$ cat src/design/spi_pkg.sv
// Package for the serial interrupt logic: register map, fields, resets,
// timing counts and shared enumerations.
// Assumes a 100 MHz system clock and a 32-bit classic Wishbone slave.
package spi_pkg;
  // Register byte offsets (word aligned, so index * 4)
  localparam logic [15:0] SPI_IDX_ENABLE = 16'hFF23;
  localparam logic [15:0] SPI_IDX_FLAGS = 16'hFF25;
  localparam logic [15:0] SPI_IDX_PRIO = 16'hFF20;
  localparam logic [15:0] SPI_IDX_CTRL = 16'hFF49;
  localparam logic [15:0] SPI_IDX_MODE = 16'hFF48;
  localparam logic [17:0] SPI_ADR_ENABLE = {SPI_IDX_ENABLE, 2'b00};
  localparam logic [17:0] SPI_ADR_FLAGS = {SPI_IDX_FLAGS, 2'b00};
  localparam logic [17:0] SPI_ADR_PRIO = {SPI_IDX_PRIO, 2'b00};
  localparam logic [17:0] SPI_ADR_CTRL = {SPI_IDX_CTRL, 2'b00};
  localparam logic [17:0] SPI_ADR_MODE = {SPI_IDX_MODE, 2'b00};
  // Field positions in the enable and flag registers
  localparam int SPI_BIT_TX = 0;
  localparam int SPI_BIT_RX = 1;
  localparam int SPI_BIT_ERR = 2;
  // Priority field position in the priority register
  localparam int SPI_PRIO_LSB = 4;
  // Control register fields
  localparam int SPI_CTL_TX_ON = 0;
  localparam int SPI_CTL_TX_GO = 1;
  localparam int SPI_CTL_RX_ON = 2;
  localparam int SPI_CTL_RX_GO = 3;
  localparam int SPI_CTL_OVR = 4;
  localparam int SPI_CTL_PAR = 5;
  localparam int SPI_CTL_FRM = 6;
  // Mode register fields
  localparam int SPI_MD_ASYNC = 0;
  localparam int SPI_MD_CLK_LSB = 3;
  localparam int SPI_MD_PODD = 5;
  localparam int SPI_MD_PEN = 6;
  // Reset values
  localparam logic [2:0] SPI_RST_ENABLE = 3'h0;
  localparam logic [2:0] SPI_RST_FLAGS = 3'h0;
  localparam logic [1:0] SPI_RST_PRIO = 2'h0;
  localparam logic [7:0] SPI_RST_MODE = 8'h00;
  // Clock source codes 0 to 3: /16, /8, /4 of the fast oscillator, timer
  localparam logic [1:0] SPI_SRC_TIMER = 2'h3;
  // Fast oscillator base division from system clock
  localparam int SPI_OSC_DIV = 2;
  // Half cycle of a divided source, in oscillator ticks, per code
  function automatic logic [4:0] spi_half_ticks(input logic [1:0] src);
    case (src)
      2'h2: spi_half_ticks = 5'h02;
      2'h1: spi_half_ticks = 5'h04;
      // Timer source: one whole underflow period
      2'h3: spi_half_ticks = 5'h01;
      default: spi_half_ticks = 5'h08;
    endcase
  endfunction : spi_half_ticks
  // Error-to-done gap sequencer states
  typedef enum logic [1:0] {
    SPI_GAP_IDLE = 2'b00,
    SPI_GAP_WAIT = 2'b01,
    SPI_GAP_DONE = 2'b10
  } spi_gap_t;
endpackage : spi_pkg

$ cat src/design/spi_tick_div.sv
// Tick divider: one-cycle enable pulses of the fast oscillator rate.
// Assumes a single system clock; no second domain.
`timescale 1ns/10ps
module spi_tick_div
  import spi_pkg::*;
#(
  parameter int DIV = SPI_OSC_DIV
) (
  // Clock and reset
  input wire logic clk_i,
  input wire logic rst_i,
  // Tick out
  output logic tick_o
);
  typedef struct packed {
    logic [7:0] cnt;
    logic tick;
  } spi_div_st_t;
  spi_div_st_t st_ff, nxt_st;

  ////////////////////////////////////////////////////////////////////////
  // Next state: count down, pulse at wrap
  always_comb begin
    nxt_st = st_ff;
    nxt_st.tick = 1'b0;
    if (st_ff.cnt == 8'h00) begin
      nxt_st.cnt = 8'(DIV - 1);
      nxt_st.tick = 1'b1;
    end else begin
      nxt_st.cnt = st_ff.cnt - 8'h01;
    end
  end

  // State register
  always_ff @(posedge clk_i) begin
    if (rst_i) begin
      st_ff <= '0;
    end else begin
      st_ff <= nxt_st;
    end
  end

  assign tick_o = st_ff.tick;
endmodule : spi_tick_div

$ cat src/design/spi_gap_seq.sv
// Gap sequencer: delays the receive-done event behind the fault event.
// Assumes start is a single pulse and ticks are one-cycle pulses.
`timescale 1ns/10ps
module spi_gap_seq
  import spi_pkg::*;
(
  // Clock and reset
  input wire logic clk_i,
  input wire logic rst_i,
  // Delay control
  input wire logic start_i,
  input wire logic [4:0] ticks_i,
  input wire logic tick_i,
  // Delayed event
  output logic done_o
);
  typedef struct packed {
    spi_gap_t state;
    logic [4:0] cnt;
    logic done;
  } spi_gseq_st_t;
  spi_gseq_st_t st_ff, nxt_st;

  ////////////////////////////////////////////////////////////////////////
  // Next state: wait the given number of ticks, then pulse done
  always_comb begin
    nxt_st = st_ff;
    nxt_st.done = 1'b0;
    case (st_ff.state)
      SPI_GAP_IDLE: begin
        if (start_i) begin
          nxt_st.state = SPI_GAP_WAIT;
          nxt_st.cnt = ticks_i;
        end
      end
      SPI_GAP_WAIT: begin
        if (tick_i) begin
          nxt_st.cnt = st_ff.cnt - 5'h01;
          if (st_ff.cnt <= 5'h01) begin
            nxt_st.state = SPI_GAP_DONE;
          end
        end
      end
      SPI_GAP_DONE: begin
        nxt_st.done = 1'b1;
        nxt_st.state = SPI_GAP_IDLE;
      end
      default: begin
        nxt_st.state = SPI_GAP_IDLE;
      end
    endcase
  end

  // State register
  always_ff @(posedge clk_i) begin
    if (rst_i) begin
      st_ff <= '{state: SPI_GAP_IDLE, cnt: 5'h00, done: 1'b0};
    end else begin
      st_ff <= nxt_st;
    end
  end

  assign done_o = st_ff.done;
endmodule : spi_gap_seq

$ cat src/design/spi_irq.sv
// Serial port interrupt logic: enables, sticky flags, priority, fault
// ordering and the error status flags, behind a classic Wishbone slave.
// Assumes the shift engines give one-cycle event pulses and a timer
// underflow pulse; the CPU supplies its current two-bit mask level.
//
// Added by the designer: the Wishbone register port.
`timescale 1ns/10ps
module spi_irq
  import spi_pkg::*;
(
  // Clock and reset
  input wire logic clk_i,
  input wire logic rst_i,
  // Wishbone slave
  input wire logic cyc_i,
  input wire logic stb_i,
  input wire logic we_i,
  input wire logic [17:0] adr_i,
  input wire logic [3:0] sel_i,
  input wire logic [31:0] dat_i,
  output logic [31:0] dat_o,
  output logic ack_o,
  // Shift engine events
  input wire logic tx_shift_done_i,
  input wire logic rx_buf_load_i,
  input wire logic [7:0] rx_char_i,
  input wire logic rx_stop_bit_i,
  input wire logic tx_busy_i,
  input wire logic rx_busy_i,
  input wire logic timer_uflow_i,
  // CPU interrupt side
  input wire logic [1:0] cpu_mask_i,
  output logic irq_o,
  output logic [1:0] irq_level_o,
  // Control to shift engines
  output logic transmit_enable_o,
  output logic receive_enable_o,
  output logic transmit_trigger_o,
  output logic receive_trigger_o,
  output logic async_mode_o
);
  // Whole block state
  typedef struct packed {
    logic [2:0] en;       // Interrupt enables
    logic [2:0] flg;      // Sticky interrupt flags
    logic [1:0] prio;     // Priority level field
    logic [7:0] mode;     // Mode and clock source
    logic tx_on;          // Transmit enable
    logic rx_on;          // Receive enable
    logic tx_go_p;        // Transmit trigger pulse
    logic rx_go_p;        // Receive trigger pulse
    logic buf_full;       // Buffer not yet released
    logic ovr;            // Overrun status
    logic par;            // Parity status
    logic frm;            // Framing status
    logic ack;            // Bus acknowledge
    logic [31:0] rdat;    // Read data
    logic irq;            // Interrupt request
    logic [1:0] lvl;      // Presented level
  } spi_irq_st_t;
  spi_irq_st_t st_ff, nxt_st;

  // Divider tick and delayed receive-done pulse
  logic osc_tick;
  logic gap_done;
  logic gap_start;
  logic gap_tick;
  logic [4:0] gap_ticks;

  // Decode of a register byte address
  function automatic logic hit(input logic [17:0] a, input logic [17:0] r);
    hit = (a == r);
  endfunction : hit

  ////////////////////////////////////////////////////////////////////////
  // Receive fault detection
  logic is_async;
  logic par_bad;
  logic frm_bad;
  logic ovr_bad;
  logic any_pf;
  logic rx_ev;
  logic [1:0] clk_src;
  always_comb begin
    is_async = st_ff.mode[SPI_MD_ASYNC];
    clk_src = st_ff.mode[SPI_MD_CLK_LSB +: 2];
    rx_ev = rx_buf_load_i & st_ff.rx_on;
    par_bad = is_async & st_ff.mode[SPI_MD_PEN] &
      ((^rx_char_i) != st_ff.mode[SPI_MD_PODD]);
    frm_bad = is_async & ~rx_stop_bit_i;
    ovr_bad = is_async & st_ff.buf_full;
    any_pf = par_bad | frm_bad;
    // start gap on parity or framing
    gap_start = rx_ev & any_pf & ~ovr_bad;
    gap_ticks = spi_half_ticks(clk_src);
    gap_tick = (clk_src == SPI_SRC_TIMER) ? timer_uflow_i : osc_tick;
  end

  ////////////////////////////////////////////////////////////////////////
  // Next state
  logic wr;
  logic rd;
  logic [2:0] set_ev;
  logic [7:0] wb;
  always_comb begin
    nxt_st = st_ff;
    wr = cyc_i & stb_i & we_i & ~st_ff.ack & sel_i[0];
    rd = cyc_i & stb_i & ~we_i & ~st_ff.ack;
    wb = dat_i[7:0];
    nxt_st.ack = cyc_i & stb_i & ~st_ff.ack;
    nxt_st.tx_go_p = 1'b0;
    nxt_st.rx_go_p = 1'b0;
    // Register writes
    if (wr && hit(adr_i, SPI_ADR_ENABLE)) begin
      nxt_st.en = wb[2:0];
    end
    if (wr && hit(adr_i, SPI_ADR_PRIO)) begin
      nxt_st.prio = wb[SPI_PRIO_LSB +: 2];
    end
    if (wr && hit(adr_i, SPI_ADR_MODE)) begin
      nxt_st.mode = wb;
    end
    if (wr && hit(adr_i, SPI_ADR_CTRL)) begin
      nxt_st.tx_on = wb[SPI_CTL_TX_ON];
      nxt_st.rx_on = wb[SPI_CTL_RX_ON];
      nxt_st.tx_go_p = wb[SPI_CTL_TX_GO];
      nxt_st.rx_go_p = wb[SPI_CTL_RX_GO];
      // shared bit clock: refuse trigger against busy side
      if (!is_async && rx_busy_i) begin
        nxt_st.tx_go_p = 1'b0;
      end
      if (!is_async && tx_busy_i) begin
        nxt_st.rx_go_p = 1'b0;
      end
      if (wb[SPI_CTL_RX_GO]) begin
        nxt_st.buf_full = 1'b0;
      end
      if (wb[SPI_CTL_OVR]) begin
        nxt_st.ovr = 1'b0;
      end
      if (wb[SPI_CTL_PAR]) begin
        nxt_st.par = 1'b0;
      end
      if (wb[SPI_CTL_FRM]) begin
        nxt_st.frm = 1'b0;
      end
    end
    if (wr && hit(adr_i, SPI_ADR_FLAGS)) begin
      nxt_st.flg = st_ff.flg & ~wb[2:0];
    end
    // Hardware events, set wins over clear; ungated by enables
    set_ev = 3'h0;
    set_ev[SPI_BIT_TX] = tx_shift_done_i;
    // receive done, overrun suppressed, fault delayed
    set_ev[SPI_BIT_RX] = (rx_ev & ~any_pf & ~ovr_bad) | gap_done;
    set_ev[SPI_BIT_ERR] = rx_ev & (any_pf | ovr_bad);
    nxt_st.flg = nxt_st.flg | set_ev;
    if (rx_ev) begin
      nxt_st.buf_full = 1'b1;
      nxt_st.ovr = nxt_st.ovr | ovr_bad;
      nxt_st.par = nxt_st.par | par_bad;
      nxt_st.frm = nxt_st.frm | frm_bad;
    end
    if (!nxt_st.rx_on) begin
      nxt_st.ovr = 1'b0;
      nxt_st.par = 1'b0;
      nxt_st.frm = 1'b0;
      nxt_st.buf_full = 1'b0;
    end
    // Read data mux; unmapped reads return zero
    nxt_st.rdat = 32'h00000000;
    if (rd) begin
      if (hit(adr_i, SPI_ADR_ENABLE)) begin
        nxt_st.rdat[2:0] = st_ff.en;
      end else if (hit(adr_i, SPI_ADR_FLAGS)) begin
        nxt_st.rdat[2:0] = st_ff.flg;
      end else if (hit(adr_i, SPI_ADR_PRIO)) begin
        nxt_st.rdat[SPI_PRIO_LSB +: 2] = st_ff.prio;
      end else if (hit(adr_i, SPI_ADR_MODE)) begin
        nxt_st.rdat[7:0] = st_ff.mode;
      end else if (hit(adr_i, SPI_ADR_CTRL)) begin
        nxt_st.rdat[SPI_CTL_TX_ON] = st_ff.tx_on;
        nxt_st.rdat[SPI_CTL_TX_GO] = tx_busy_i;
        nxt_st.rdat[SPI_CTL_RX_ON] = st_ff.rx_on;
        nxt_st.rdat[SPI_CTL_RX_GO] = rx_busy_i;
        nxt_st.rdat[SPI_CTL_OVR] = st_ff.ovr;
        nxt_st.rdat[SPI_CTL_PAR] = st_ff.par;
        nxt_st.rdat[SPI_CTL_FRM] = st_ff.frm;
      end
    end
    // request gated by enable and mask
    nxt_st.irq = (|(st_ff.flg & st_ff.en)) && (st_ff.prio > cpu_mask_i);
    nxt_st.lvl = st_ff.prio;
  end

  ////////////////////////////////////////////////////////////////////////
  // State register; all cleared at reset
  always_ff @(posedge clk_i) begin
    if (rst_i) begin
      st_ff <= '0;
      st_ff.en <= SPI_RST_ENABLE;
      st_ff.flg <= SPI_RST_FLAGS;
      st_ff.prio <= SPI_RST_PRIO;
      st_ff.mode <= SPI_RST_MODE;
    end else begin
      st_ff <= nxt_st;
    end
  end

  ////////////////////////////////////////////////////////////////////////
  // Oscillator tick divider
  spi_tick_div #(.DIV(SPI_OSC_DIV)) u_div (
    .clk_i(clk_i),
    .rst_i(rst_i),
    .tick_o(osc_tick)
  );

  spi_gap_seq u_gap (
    .clk_i(clk_i),
    .rst_i(rst_i),
    .start_i(gap_start),
    .ticks_i(gap_ticks),
    .tick_i(gap_tick),
    .done_o(gap_done)
  );

  // Outputs straight from flip-flops
  assign dat_o = st_ff.rdat;
  assign ack_o = st_ff.ack;
  assign irq_o = st_ff.irq;
  assign irq_level_o = st_ff.lvl;
  assign transmit_enable_o = st_ff.tx_on;
  assign receive_enable_o = st_ff.rx_on;
  assign transmit_trigger_o = st_ff.tx_go_p;
  assign receive_trigger_o = st_ff.rx_go_p;
  assign async_mode_o = st_ff.mode[SPI_MD_ASYNC];
endmodule : spi_irq

$ cat config.mk
export PLATFORM = sky130hd
export DESIGN_NAME = spi_irq
export DESIGN_NICKNAME = d
export VERILOG_FILES = /design/src/design/spi_pkg.sv /design/src/design/spi_tick_div.sv /design/src/design/spi_gap_seq.sv /design/src/design/spi_irq.sv
export SDC_FILE = /design/constraint.sdc
export NUM_CORES = 1
export LEC_CHECK = 0
export BUFFER_PORTS_ARGS = -buffer_cell sky130_fd_sc_hd__buf_2
export CORE_MARGIN = 3
export CORE_UTILIZATION = 45
export CTS_CLUSTER_DIAMETER = 150
export DETAILED_ROUTE_END_ITERATION = 10
export HOLD_SLACK_MARGIN = 0.08
export PLACE_DENSITY = 0.83
export SYNTH_ARGS = -nofsm -noshare
export SYNTH_HDL_FRONTEND = slang
export SYNTH_SLANG_ARGS = --single-unit
$ cat constraint.sdc
create_clock -name clk_i -period 4.6 [get_ports clk_i]
set_input_delay 0.92 -clock clk_i [delete_from_list [all_inputs] [get_ports clk_i]]
set_output_delay 0.92 -clock clk_i [all_outputs]
set_load 0.05 [all_outputs]
==> results of run 1 <==
==> logic make-up (layout without fill, tap and decap cells) <==
kind of cell / count (synthesis) / after routing / share of synthesized area
compound gates: 61 / 61 / 0.154
xor+xnor: 12 / 12 / 0.0482
fa+ha+maj: 6 / 6 / 0.0273
buf+inv: 65 / 94 / 0.136
flops: 53 / 53 / 0.386
mux: 8 / 8 / 0.0309
other cells: 1 / 24 / 0.00136
simple gates: 116 / 116 / 0.217
==> how the worst min path moves through the flow <==
| stage | start | slack (ns) | endpoint | cells past startpoint |
|---|---|---|---|---|
| final | st_ff[51] | 0.43 | dat_o[7] | 2 |
| after global routing | st_ff[51] | 0.45 | dat_o[7] | 2 |
| after CTS | st_ff[51] | 0.43 | dat_o[7] | 2 |
| after detailed placement | st_ff[51] | 0.42 | dat_o[7] | 2 |
| after global placement | st_ff[51] | 0.42 | dat_o[7] | 2 |
| after floorplan | st_ff[51] | 0.41 | dat_o[7] | 2 |
==> where the power goes <==
part	leakage [uW]	total (uW)	internal, uW	switching (uW)
Clock	0.0000512	276	122	153
Sequential	0.000429	524	496	28.6
Combinational	0.000819	254	104	150
Total	0.00130	1050	721	332
==> through the flow <==
stage	util	hold slack, ns
2_1_floorplan	-	0.410
3_3_place_gp	0.519	0.419
3_5_place_dp	0.519	0.421
4_1_cts	0.536	0.429
5_1_grt	0.536	0.445
6_report	0.536	0.430
==> cells in the mapped netlist (all sizes together) (6+ instances only) <==
cell / n
xnor2: 7
nor2: 32
a21oi: 18
a22oi: 8
nor3: 10
clkbuf: 9
nand2: 22
inv: 21
buf: 35
ha: 6
mux2i: 7
o21ai: 7
dfxtp: 53
nand3: 18
==> final cells by class <==
cell class | instances | area, um2 | area share
Multi-Input combinational cell | 227 | 1400 | 0.459
Clock buffer | 6 | 82.6 | 0.0270
Inverter | 21 | 78.8 | 0.0258
Clock inverter | 2 | 13.8 | 0.00450
Sequential cell | 53 | 1060 | 0.347
Tap cell | 72 | 90.1 | 0.0295
Timing Repair Buffer | 65 | 328 | 0.107
==> layout by cell type, fill, tap and decap left out, drive strengths merged, types with 3 or more instances in the layout <==
master and instances:
a2111oi 3, a211oi 4, a21oi 18, a222oi 3, a22oi 8, a311oi 3, a32o 3, and2 3
and3 5, buf 65, clkbuf 6, conb 24, dfxtp 53, ha 6, inv 21, mux2i 7
nand2 22, nand3 18, nand3b 5, nand4 3, nand4bb 3, nor2 32, nor3 10, nor4 3
o21ai 7, o22ai 3, or3 5, xnor2 7, xor2 3
==> per-layer routing <==
| metal | track usage | wire length, um | vias to the layer above |
|---|---|---|---|
| met4 | 0.0614 | 91 | 0 |
| met3 | 0.0432 | 415 | 10 |
| met1 | 0.228 | 2780 | 1102 |
| li1 | - | - | 1183 |
| met5 | 0 | 0 | - |
| met2 | 0.280 | 2820 | 77 |
==> sequential cells by signal (all words and copies together) (netlist names) <==
name                flops
ack_o                   1
async_mode_o            1
clk_src                 2
dat_o                   8
irq_level_o             2
irq_o                   1
nxt_st                  2
receive_enable_o        1
receive_trigger_o       1
st_ff                  15
transmit_enable_o       1
transmit_trigger_o      1
u_div.st_ff             8
u_div.tick_o            1
u_gap.done_o            1
u_gap.st_ff             7
==> worst reg2reg max path: stages, from the launching register on <==
cell,delay [ns]
dfxtp_1,0.36
xnor3_1,0.47
or4_1,0.44
mux2i_1,0.29
o22ai_1,0.14
a32o_1,0.27
==> results.toml, run 1 <==
[status]
run_status = "completed"

[synthesis]
synth_top_cell_by_area = "dfxtp_1"
synth.distinct_cells = 48
ys_top_cells_by_area = "dfxtp_1, buf_4, nor2_1"
seq_area_frac_synth = 0.386
synth_area_um2 = 2750
syn_inst = 322
ys_warn_count = 0
async_flop_share = 0
synth_top_area_share = 0.386
avgSynthCellArea_um2 = 8.54
synth_ff_type = "dfxtp_1"
synth_edf_count = 0
synth-seq-cells = 53

[placement]
placed_area_um2 = 2960
port_buffers = 64
dp.cells = 438
dpl.hpwl_um = 4630
place_ws_ns = 1.80
gp_congestion = 0.849

[timing]
fmax_mhz = 402
slew_violations = 0
worst_pin_slew_ns = 0.686
finalHoldViolations = 0
clock_skew_ns = 0.00648
post-route-worst-setup-slack_ns = 2.11
fin_crit_sh = 0.541
min_period_ns = 2.49
slew_headroom = 0.543
setup_viol = 0
rsz0062_at_grt = "no"
setup_tns_ns = 0

[clock_tree]
cts_tree = "done"
cts_root_buffer = "clkbuf_8"
cts_setup_buffers = 0
cts.repair.resized = 0
cts.clk_slew.worst_paths_ns = 0.09
cts.sinks = 53
numCtsBuffers = 5
cts_buffer_depth = 2
htree_num_levels = 2
clk_latency_ns = 0.31
postCtsHoldBufs = 0

[power]
power.total_uw = 1050
power_density_nw_per_um2 = 344
p_leak_uw = 0.00130
ir_drop_v = 0.000348

[floorplanning]
fp.dieW_um = 84.2
num_rows = 27
coreArea_um2 = 5710
die_y_um = 84.2
initial_utilization = 0.482
ioPinCount = 116
die_area_um2 = 7090

[critical_path]
rr_worst_depth = 5
crit_slowest_cell = "mux2i_1"
cp_cell_sequence = "buf_2 -> nand4bb_1 -> nor4_2 -> nand3_1 -> mux2i_1 -> a211oi_1"
startpoint = "adr_i[0]"
start_kind = "primary input"
cp-end-kind = "flop"
slowest_delay_ns = 0.52
r2r_end = "u_gap.st_ff[3]"
cp.arrival_ns = 2.66
r2r_setup_slack_ns = 2.54
critical_path_depth = 6
crit_fanout = 8
path_class = "primary input to flop"
cpLargestDelayFamily = "simple AND/OR/NAND/NOR gates"
endpoint = "st_ff[39]"
critPathRequiredTime_ns = 4.77
cp_num_buf_inv = 1
reg2reg_from = "st_ff[49]"

[cells_and_area]
final_nets = 454
instances_no_fill = 446
design_area_um2 = 3060
drive_above_1_share = 0.209
diodes = 0
fill_cells = 546
syn_to_final_growth_pct = 11.1

[hold_path]
hold_class = "flop to flop"

[drt]
vias_per_cell = 5.32
vias = 2372
first_pass_iters = 4
drc_errors = 0
ant_nets = 0
routed_wl_um = 6110
drtIter0Drc = 153
wire_per_inst_um = 13.7

[global_routing]
grt_max_degree = 39
overflow = 0
grt_pass1_wl_um = 10300
antenna_found_initial = 0
grt_usage = 0.174
grt_pass1_vias = 2230

[job]
max-cap-violations = 0
No activity file was read; power rests on OpenSTA's default activity.
==> inputs of run 2 (changes only) <==
Settings changed: ABC_AREA set to 1, CORE_UTILIZATION 45 to 44.
Clock period 4.6 ns to 2.1 ns, I/O delays scaled along.
==> results.toml, run 2 <==
[status]
run_status = "completed"

[clock_tree]
numCtsBuffers = 5
cts_root_buffer = "clkbuf_8"
cts.sinks = 53
clk_latency_ns = 0.31
htree_num_levels = 2
cts_buffer_depth = 2
cts.clk_slew.worst_paths_ns = 0.09
postCtsHoldBufs = 0
cts.repair.resized = 0
cts_tree = "done"
cts_setup_buffers = 0

[critical_path]
critPathRequiredTime_ns = 2.31
slowest_delay_ns = 0.28
cp-end-kind = "flop"
crit_path_frequent_cell = "nand2_1"
crit_slowest_cell = "nand2_1"
cp_cell_sequence = "buf_2 -> nand2_1 -> inv_1 -> nor2_1 -> nand2_1 -> nand2_1 -> nand2_1 -> nand3_1 -> nand3_1 -> nand2_1 -> nand2_1 -> nand2_1 -> nand3_1 -> nand2_1 -> nor2_1"
startpoint = "rx_char_i[0]"
cp.arrival_ns = 1.80
reg2reg_from = "async_mode_o"
crit_fanout = 11
path_class = "primary input to flop"
start_kind = "primary input"

[floorplanning]
die_y_um = 88.4
die_area_um2 = 7810
coreArea_um2 = 6460
ioPinCount = 116
fp.dieW_um = 88.4
num_rows = 29
initial_utilization = 0.462

[cells_and_area]
final_nets = 566
layout_commonest_cell = "nand2_1"
final_util = 0.515
diodes = 0
mostFrequentLayoutCells = "nand2_1, inv_1, buf_2"
multi_input_area_um2 = 1460
register_area_um2 = 1060
fill_cells = 624
largest_register = "st_ff"
syn_to_final_growth_pct = 11.4
drive_above_1_share = 0.187
largest_reg_flops = 15

[synthesis]
synth_edf_count = 0
avgSynthCellArea_um2 = 6.99
synth_top_family_by_area = "simple AND/OR/NAND/NOR gates"
synth.distinct_cells = 37
ys_top_cells_by_area = "dfxtp_1, nand2_1, buf_4"
synth_ff_type = "dfxtp_1"
synth_adder_area_share = 0.0252
yosys.area_share.simple = 0.283
ys_warn_count = 0
synth_top_cell_by_area = "dfxtp_1"
synth-seq-cells = 53
seq_area_frac_synth = 0.356
synth_compound_area_frac = 0.138
async_flop_share = 0
synth.most_common_cell = "nand2_1"
synth_top_area_share = 0.356
syn_inst = 427
synth_common_cells = "nand2_1, inv_1, dfxtp_1, nor2_1, buf_4"
synth_xor_area_frac = 0.0117
synthMuxAreaShare = 0
synth_area_um2 = 2980

[timing]
slew_violations = 0
finalHoldViolations = 0
setup_tns_ns = 0
clock_skew_ns = 0.00575
min_period_ns = 1.58
rsz0062_at_grt = "no"
setup_viol = 0
fmax_mhz = 632
fin_crit_sh = 0.754

[hold_path]
hold_class = "primary input to flop"
min_from = "tx_busy_i"

[drt]
first_pass_iters = 5
vias_per_cell = 4.93
drtIter0Drc = 217
ant_nets = 0
routed_wl_um = 6440
wire_per_inst_um = 11.4
vias = 2775
drc_errors = 0

[global_routing]
overflow = 0
grt_max_degree = 18
grt_usage = 0.173
antenna_found_initial = 0
grt_pass1_wl_um = 10800
grt_pass1_vias = 2527

[power]
power_density_nw_per_um2 = 856
p_leak_uw = 0.00169
ir_drop_v = 0.000427

[placement]
dpl.hpwl_um = 5210
port_buffers = 64
gp_congestion = 0.851

[job]
max-cap-violations = 0
run 2: cell count changes after synthesis, sizes merged, moves of 5 or more:
cell	previous run	this run
or2	0	5
xnor2	7	0
clkbuf	9	3
a211oi	4	14
nand3	18	28
nand2	22	94
o21ai	7	17
inv	21	66
a22oi	8	2
and3	5	0
or3	5	0
mux2i	7	0
nand3b	5	0
nor2	32	49
run 2: layout make-up:
| class | instances | share of cell area |
|---|---|---|
| multi-input cells | 288 | 0.438 |
| flip-flops and latches | 53 | 0.319 |
| repair buffers | 68 | 0.105 |
| inverters | 69 | 0.0794 |
| well taps | 77 | 0.0290 |
| clock buffers | 6 | 0.0248 |
| clock inverters | 2 | 0.00414 |
run 2: layer usage:
metal | GRT usage | vias to the layer above | part of all wire
met5 | 0 | - | 0
met4 | 0.0536 | 0 | 0.013
met3 | 0.0410 | 11 | 0.082
met2 | 0.294 | 107 | 0.47
met1 | 0.218 | 1231 | 0.43
li1 | - | 1426 | -
run 2: critical path: cells and delay by family:
family | cells | cell delay, ns
buffers and inverters | 2 | 0.15
and+or+nand+nor | 13 | 1.22
run 2: stage by stage:
stage | worst slack (ns) | cells | area (um2) | total power (uW) | hold WS, ns
finish | 0.517 | 563 | 3320 | 2840 | 0.318
global placement | 0.228 | 555 | 3230 | 2210 | 0.423
CTS | 0.517 | 563 | 3320 | 2860 | 0.303
global route | 0.218 | 563 | 3320 | 3080 | 0.302
floorplan | 0.480 | 450 | 3070 | 2090 | 0.412
detailed placement | 0.172 | 555 | 3230 | 2260 | 0.426
run 2: path summary, 6_finish.rpt:
check	slack [ns]	cells after the start	to
setup / recovery	0.52	15	u_gap.st_ff[1]
hold / removal	0.32	2	receive_trigger_o
setup reg to reg	0.53	9	u_gap.st_ff[1]
hold reg to reg	0.44	1	u_div.st_ff[1]
run 2: kinds of logic (layout without fill, tap and decap cells):
kind of cell / after synthesis / count (layout)
simple gates: 191 / 191
flops: 53 / 53
buf+inv: 109 / 145
fa+ha+maj: 6 / 6
compound gates: 63 / 63
other cells: 1 / 24
xor+xnor: 4 / 4
run 2: report_power, final:
| group | internal [uW] | leakage [uW] | switching [uW] |
|---|---|---|---|
| Sequential | 1150 | 0.000430 | 112 |
| Clock | 267 | 0.0000512 | 324 |
| Combinational | 363 | 0.00121 | 632 |
==> inputs of run 3 (changes only) <==
Settings changed: CORE_UTILIZATION 44 to 45, PLACE_DENSITY 0.83 to 0.82.
Clock period 2.1 ns to 1.5 ns, I/O delays scaled along.
==> results.toml, run 3 (synthesis gave the netlist of run 2 again) <==
[critical_path]
start_kind = "flop"
crit_slowest_cell = "dfxtp_1"
crit_fanout = 3
cp_cell_sequence = "inv_1 -> nand2_1 -> or2_1 -> or2_4 -> nor2_4 -> nand2_2 -> xor2_1 -> nor2_1"
slowest_delay_ns = 0.32
path_class = "flop to flop"
cp.arrival_ns = 1.64
cp-end-kind = "flop"
critPathRequiredTime_ns = 1.70

[power]
power_switching_uw = 1680
p_leak_uw = 0.00181
p_seq_frac = 0.418
ir_drop_v = 0.00129
p_int_uw = 2590
swShare = 0.393
power.share.clock = 0.182
p_comb_frac = 0.400
power_density_nw_per_um2 = 1190

[floorplanning]
ioPinCount = 116
die_y_um = 87.4
die_area_um2 = 7640
coreArea_um2 = 6390
initial_utilization = 0.467
num_rows = 29
fp.dieW_um = 87.4

[cells_and_area]
design_area_um2 = 3570
drive_above_1_share = 0.261
layout_commonest_cell = "nand2_1"
mostFrequentLayoutCells = "nand2_1, inv_1, buf_2"
largest_reg_flops = 15
diodes = 0
final_nets = 590
syn_to_final_growth_pct = 19.5
final_util = 0.559
largest_register = "st_ff"
instances_no_fill = 587

[drt]
vias_per_cell = 5.02
first_pass_iters = 5
met3_length_um = 509
routed_wl_um = 7140
drc_errors = 0
ant_nets = 0
wl_met2_um = 3490
wire_per_inst_um = 12.2
highest_layer = "met4"
drtIter0Drc = 235
vias = 2946
wl_met1_um = 2980

[hold_path]
hold_class = "primary input to flop"

[clock_tree]
htree_num_levels = 2
cts_buffer_depth = 2
cts.clk_slew.worst_paths_ns = 0.09
cts_tree = "done"
clk_latency_ns = 0.30
numCtsBuffers = 5
cts_root_buffer = "clkbuf_8"
cts.sinks = 53

[global_routing]
grt_max_degree = 17
grt_usage = 0.180
overflow = 0
antenna_found_initial = 0
grt_pass1_wl_um = 11100
grt_pass1_vias = 2584

[job]
max-cap-violations = 0

[timing]
min_period_ns = 1.44
fin_crit_sh = 0.961
rsz0062_at_grt = "yes"
hold_ws_ns = 0.216
setup_viol = 0
clock_skew_ns = 0.00397
fmax_mhz = 694
slew_violations = 0
finalHoldViolations = 0

[placement]
port_buffers = 64
placed_area_um2 = 3370
dpl.hpwl_um = 5420
gp_congestion = 0.833
dp.cells = 574

[status]
run_status = "completed"
-- run 3: cell count changes in the layout (fill, tap and decap cells not counted), sizes merged --
cell      delta
nand2        +1
buf         +22
clkinvlp     +2
clkinv       -1
-- run 3: timing repair --
item / CTS / global route
gates resized for setup: 1 / 27
cloned: 0 / 2
endpoints found under the setup margin: 1 / 23
setup buffers: 0 / 3
hold buffers: 0 / 0
pin swaps: 0 / 5
-- run 3: final cells by class --
cell class	count	area, um2
clock buffer	6	72.6
clock inverter	2	10.0
fill	584	2820
inverter	69	268
multi-input combinational	289	1530
sequential	53	1070
tap	77	96.3
timing repair buffer	90	515
timing repair inverter	1	7.51
-- run 3: path summary, 6_finish.rpt --
kind,from,endpoint,slack [ns],cells past startpoint
worst max-delay path,u_div.st_ff[1],u_div.st_ff[8],0.06,8
worst max register to register,u_div.st_ff[1],u_div.st_ff[8],0.06,8
worst min register to register,u_gap.st_ff[6],u_gap.done_o,0.46,1
worst min-delay path,tx_busy_i,receive_trigger_o,0.22,2
-- run 3: metrics by stage --
stage / TNS (ns) / total power (uW) / setup WS [ns]
after floorplan: 0 / 2920 / 0.0340
after global placement: -4.56 / 3110 / -0.214
after detailed placement: -5.51 / 3180 / -0.301
after CTS: 0 / 3960 / 0.00412
after global routing: -0.232 / 4550 / -0.0519
final: 0 / 4260 / 0.0589
-- run 3: worst max-delay path: cells and delay by family, from the launching register on --
family,cells,cell delay [ns]
AND/OR/NAND/NOR,6,0.80
flip-flops,1,0.32
XOR/XNOR,1,0.12
buffers and inverters,1,0.10
-- run 3: layer usage --
metal  GRT usage  vias up
li1            -     1468
met4      0.0628        0
met5           0        -
met2       0.315      132
met3      0.0360       16
met1       0.217     1330
-- run 3: power by group through the flow --
stage                     clock network (uW)  registers [uW]  logic (uW)
after floorplan                            0            1760        1170
after global placement                     0            1780        1330
after detailed placement                   0            1790        1390
after CTS                                787            1760        1420
after global routing                     832            1810        1910
final                                    774            1780        1710
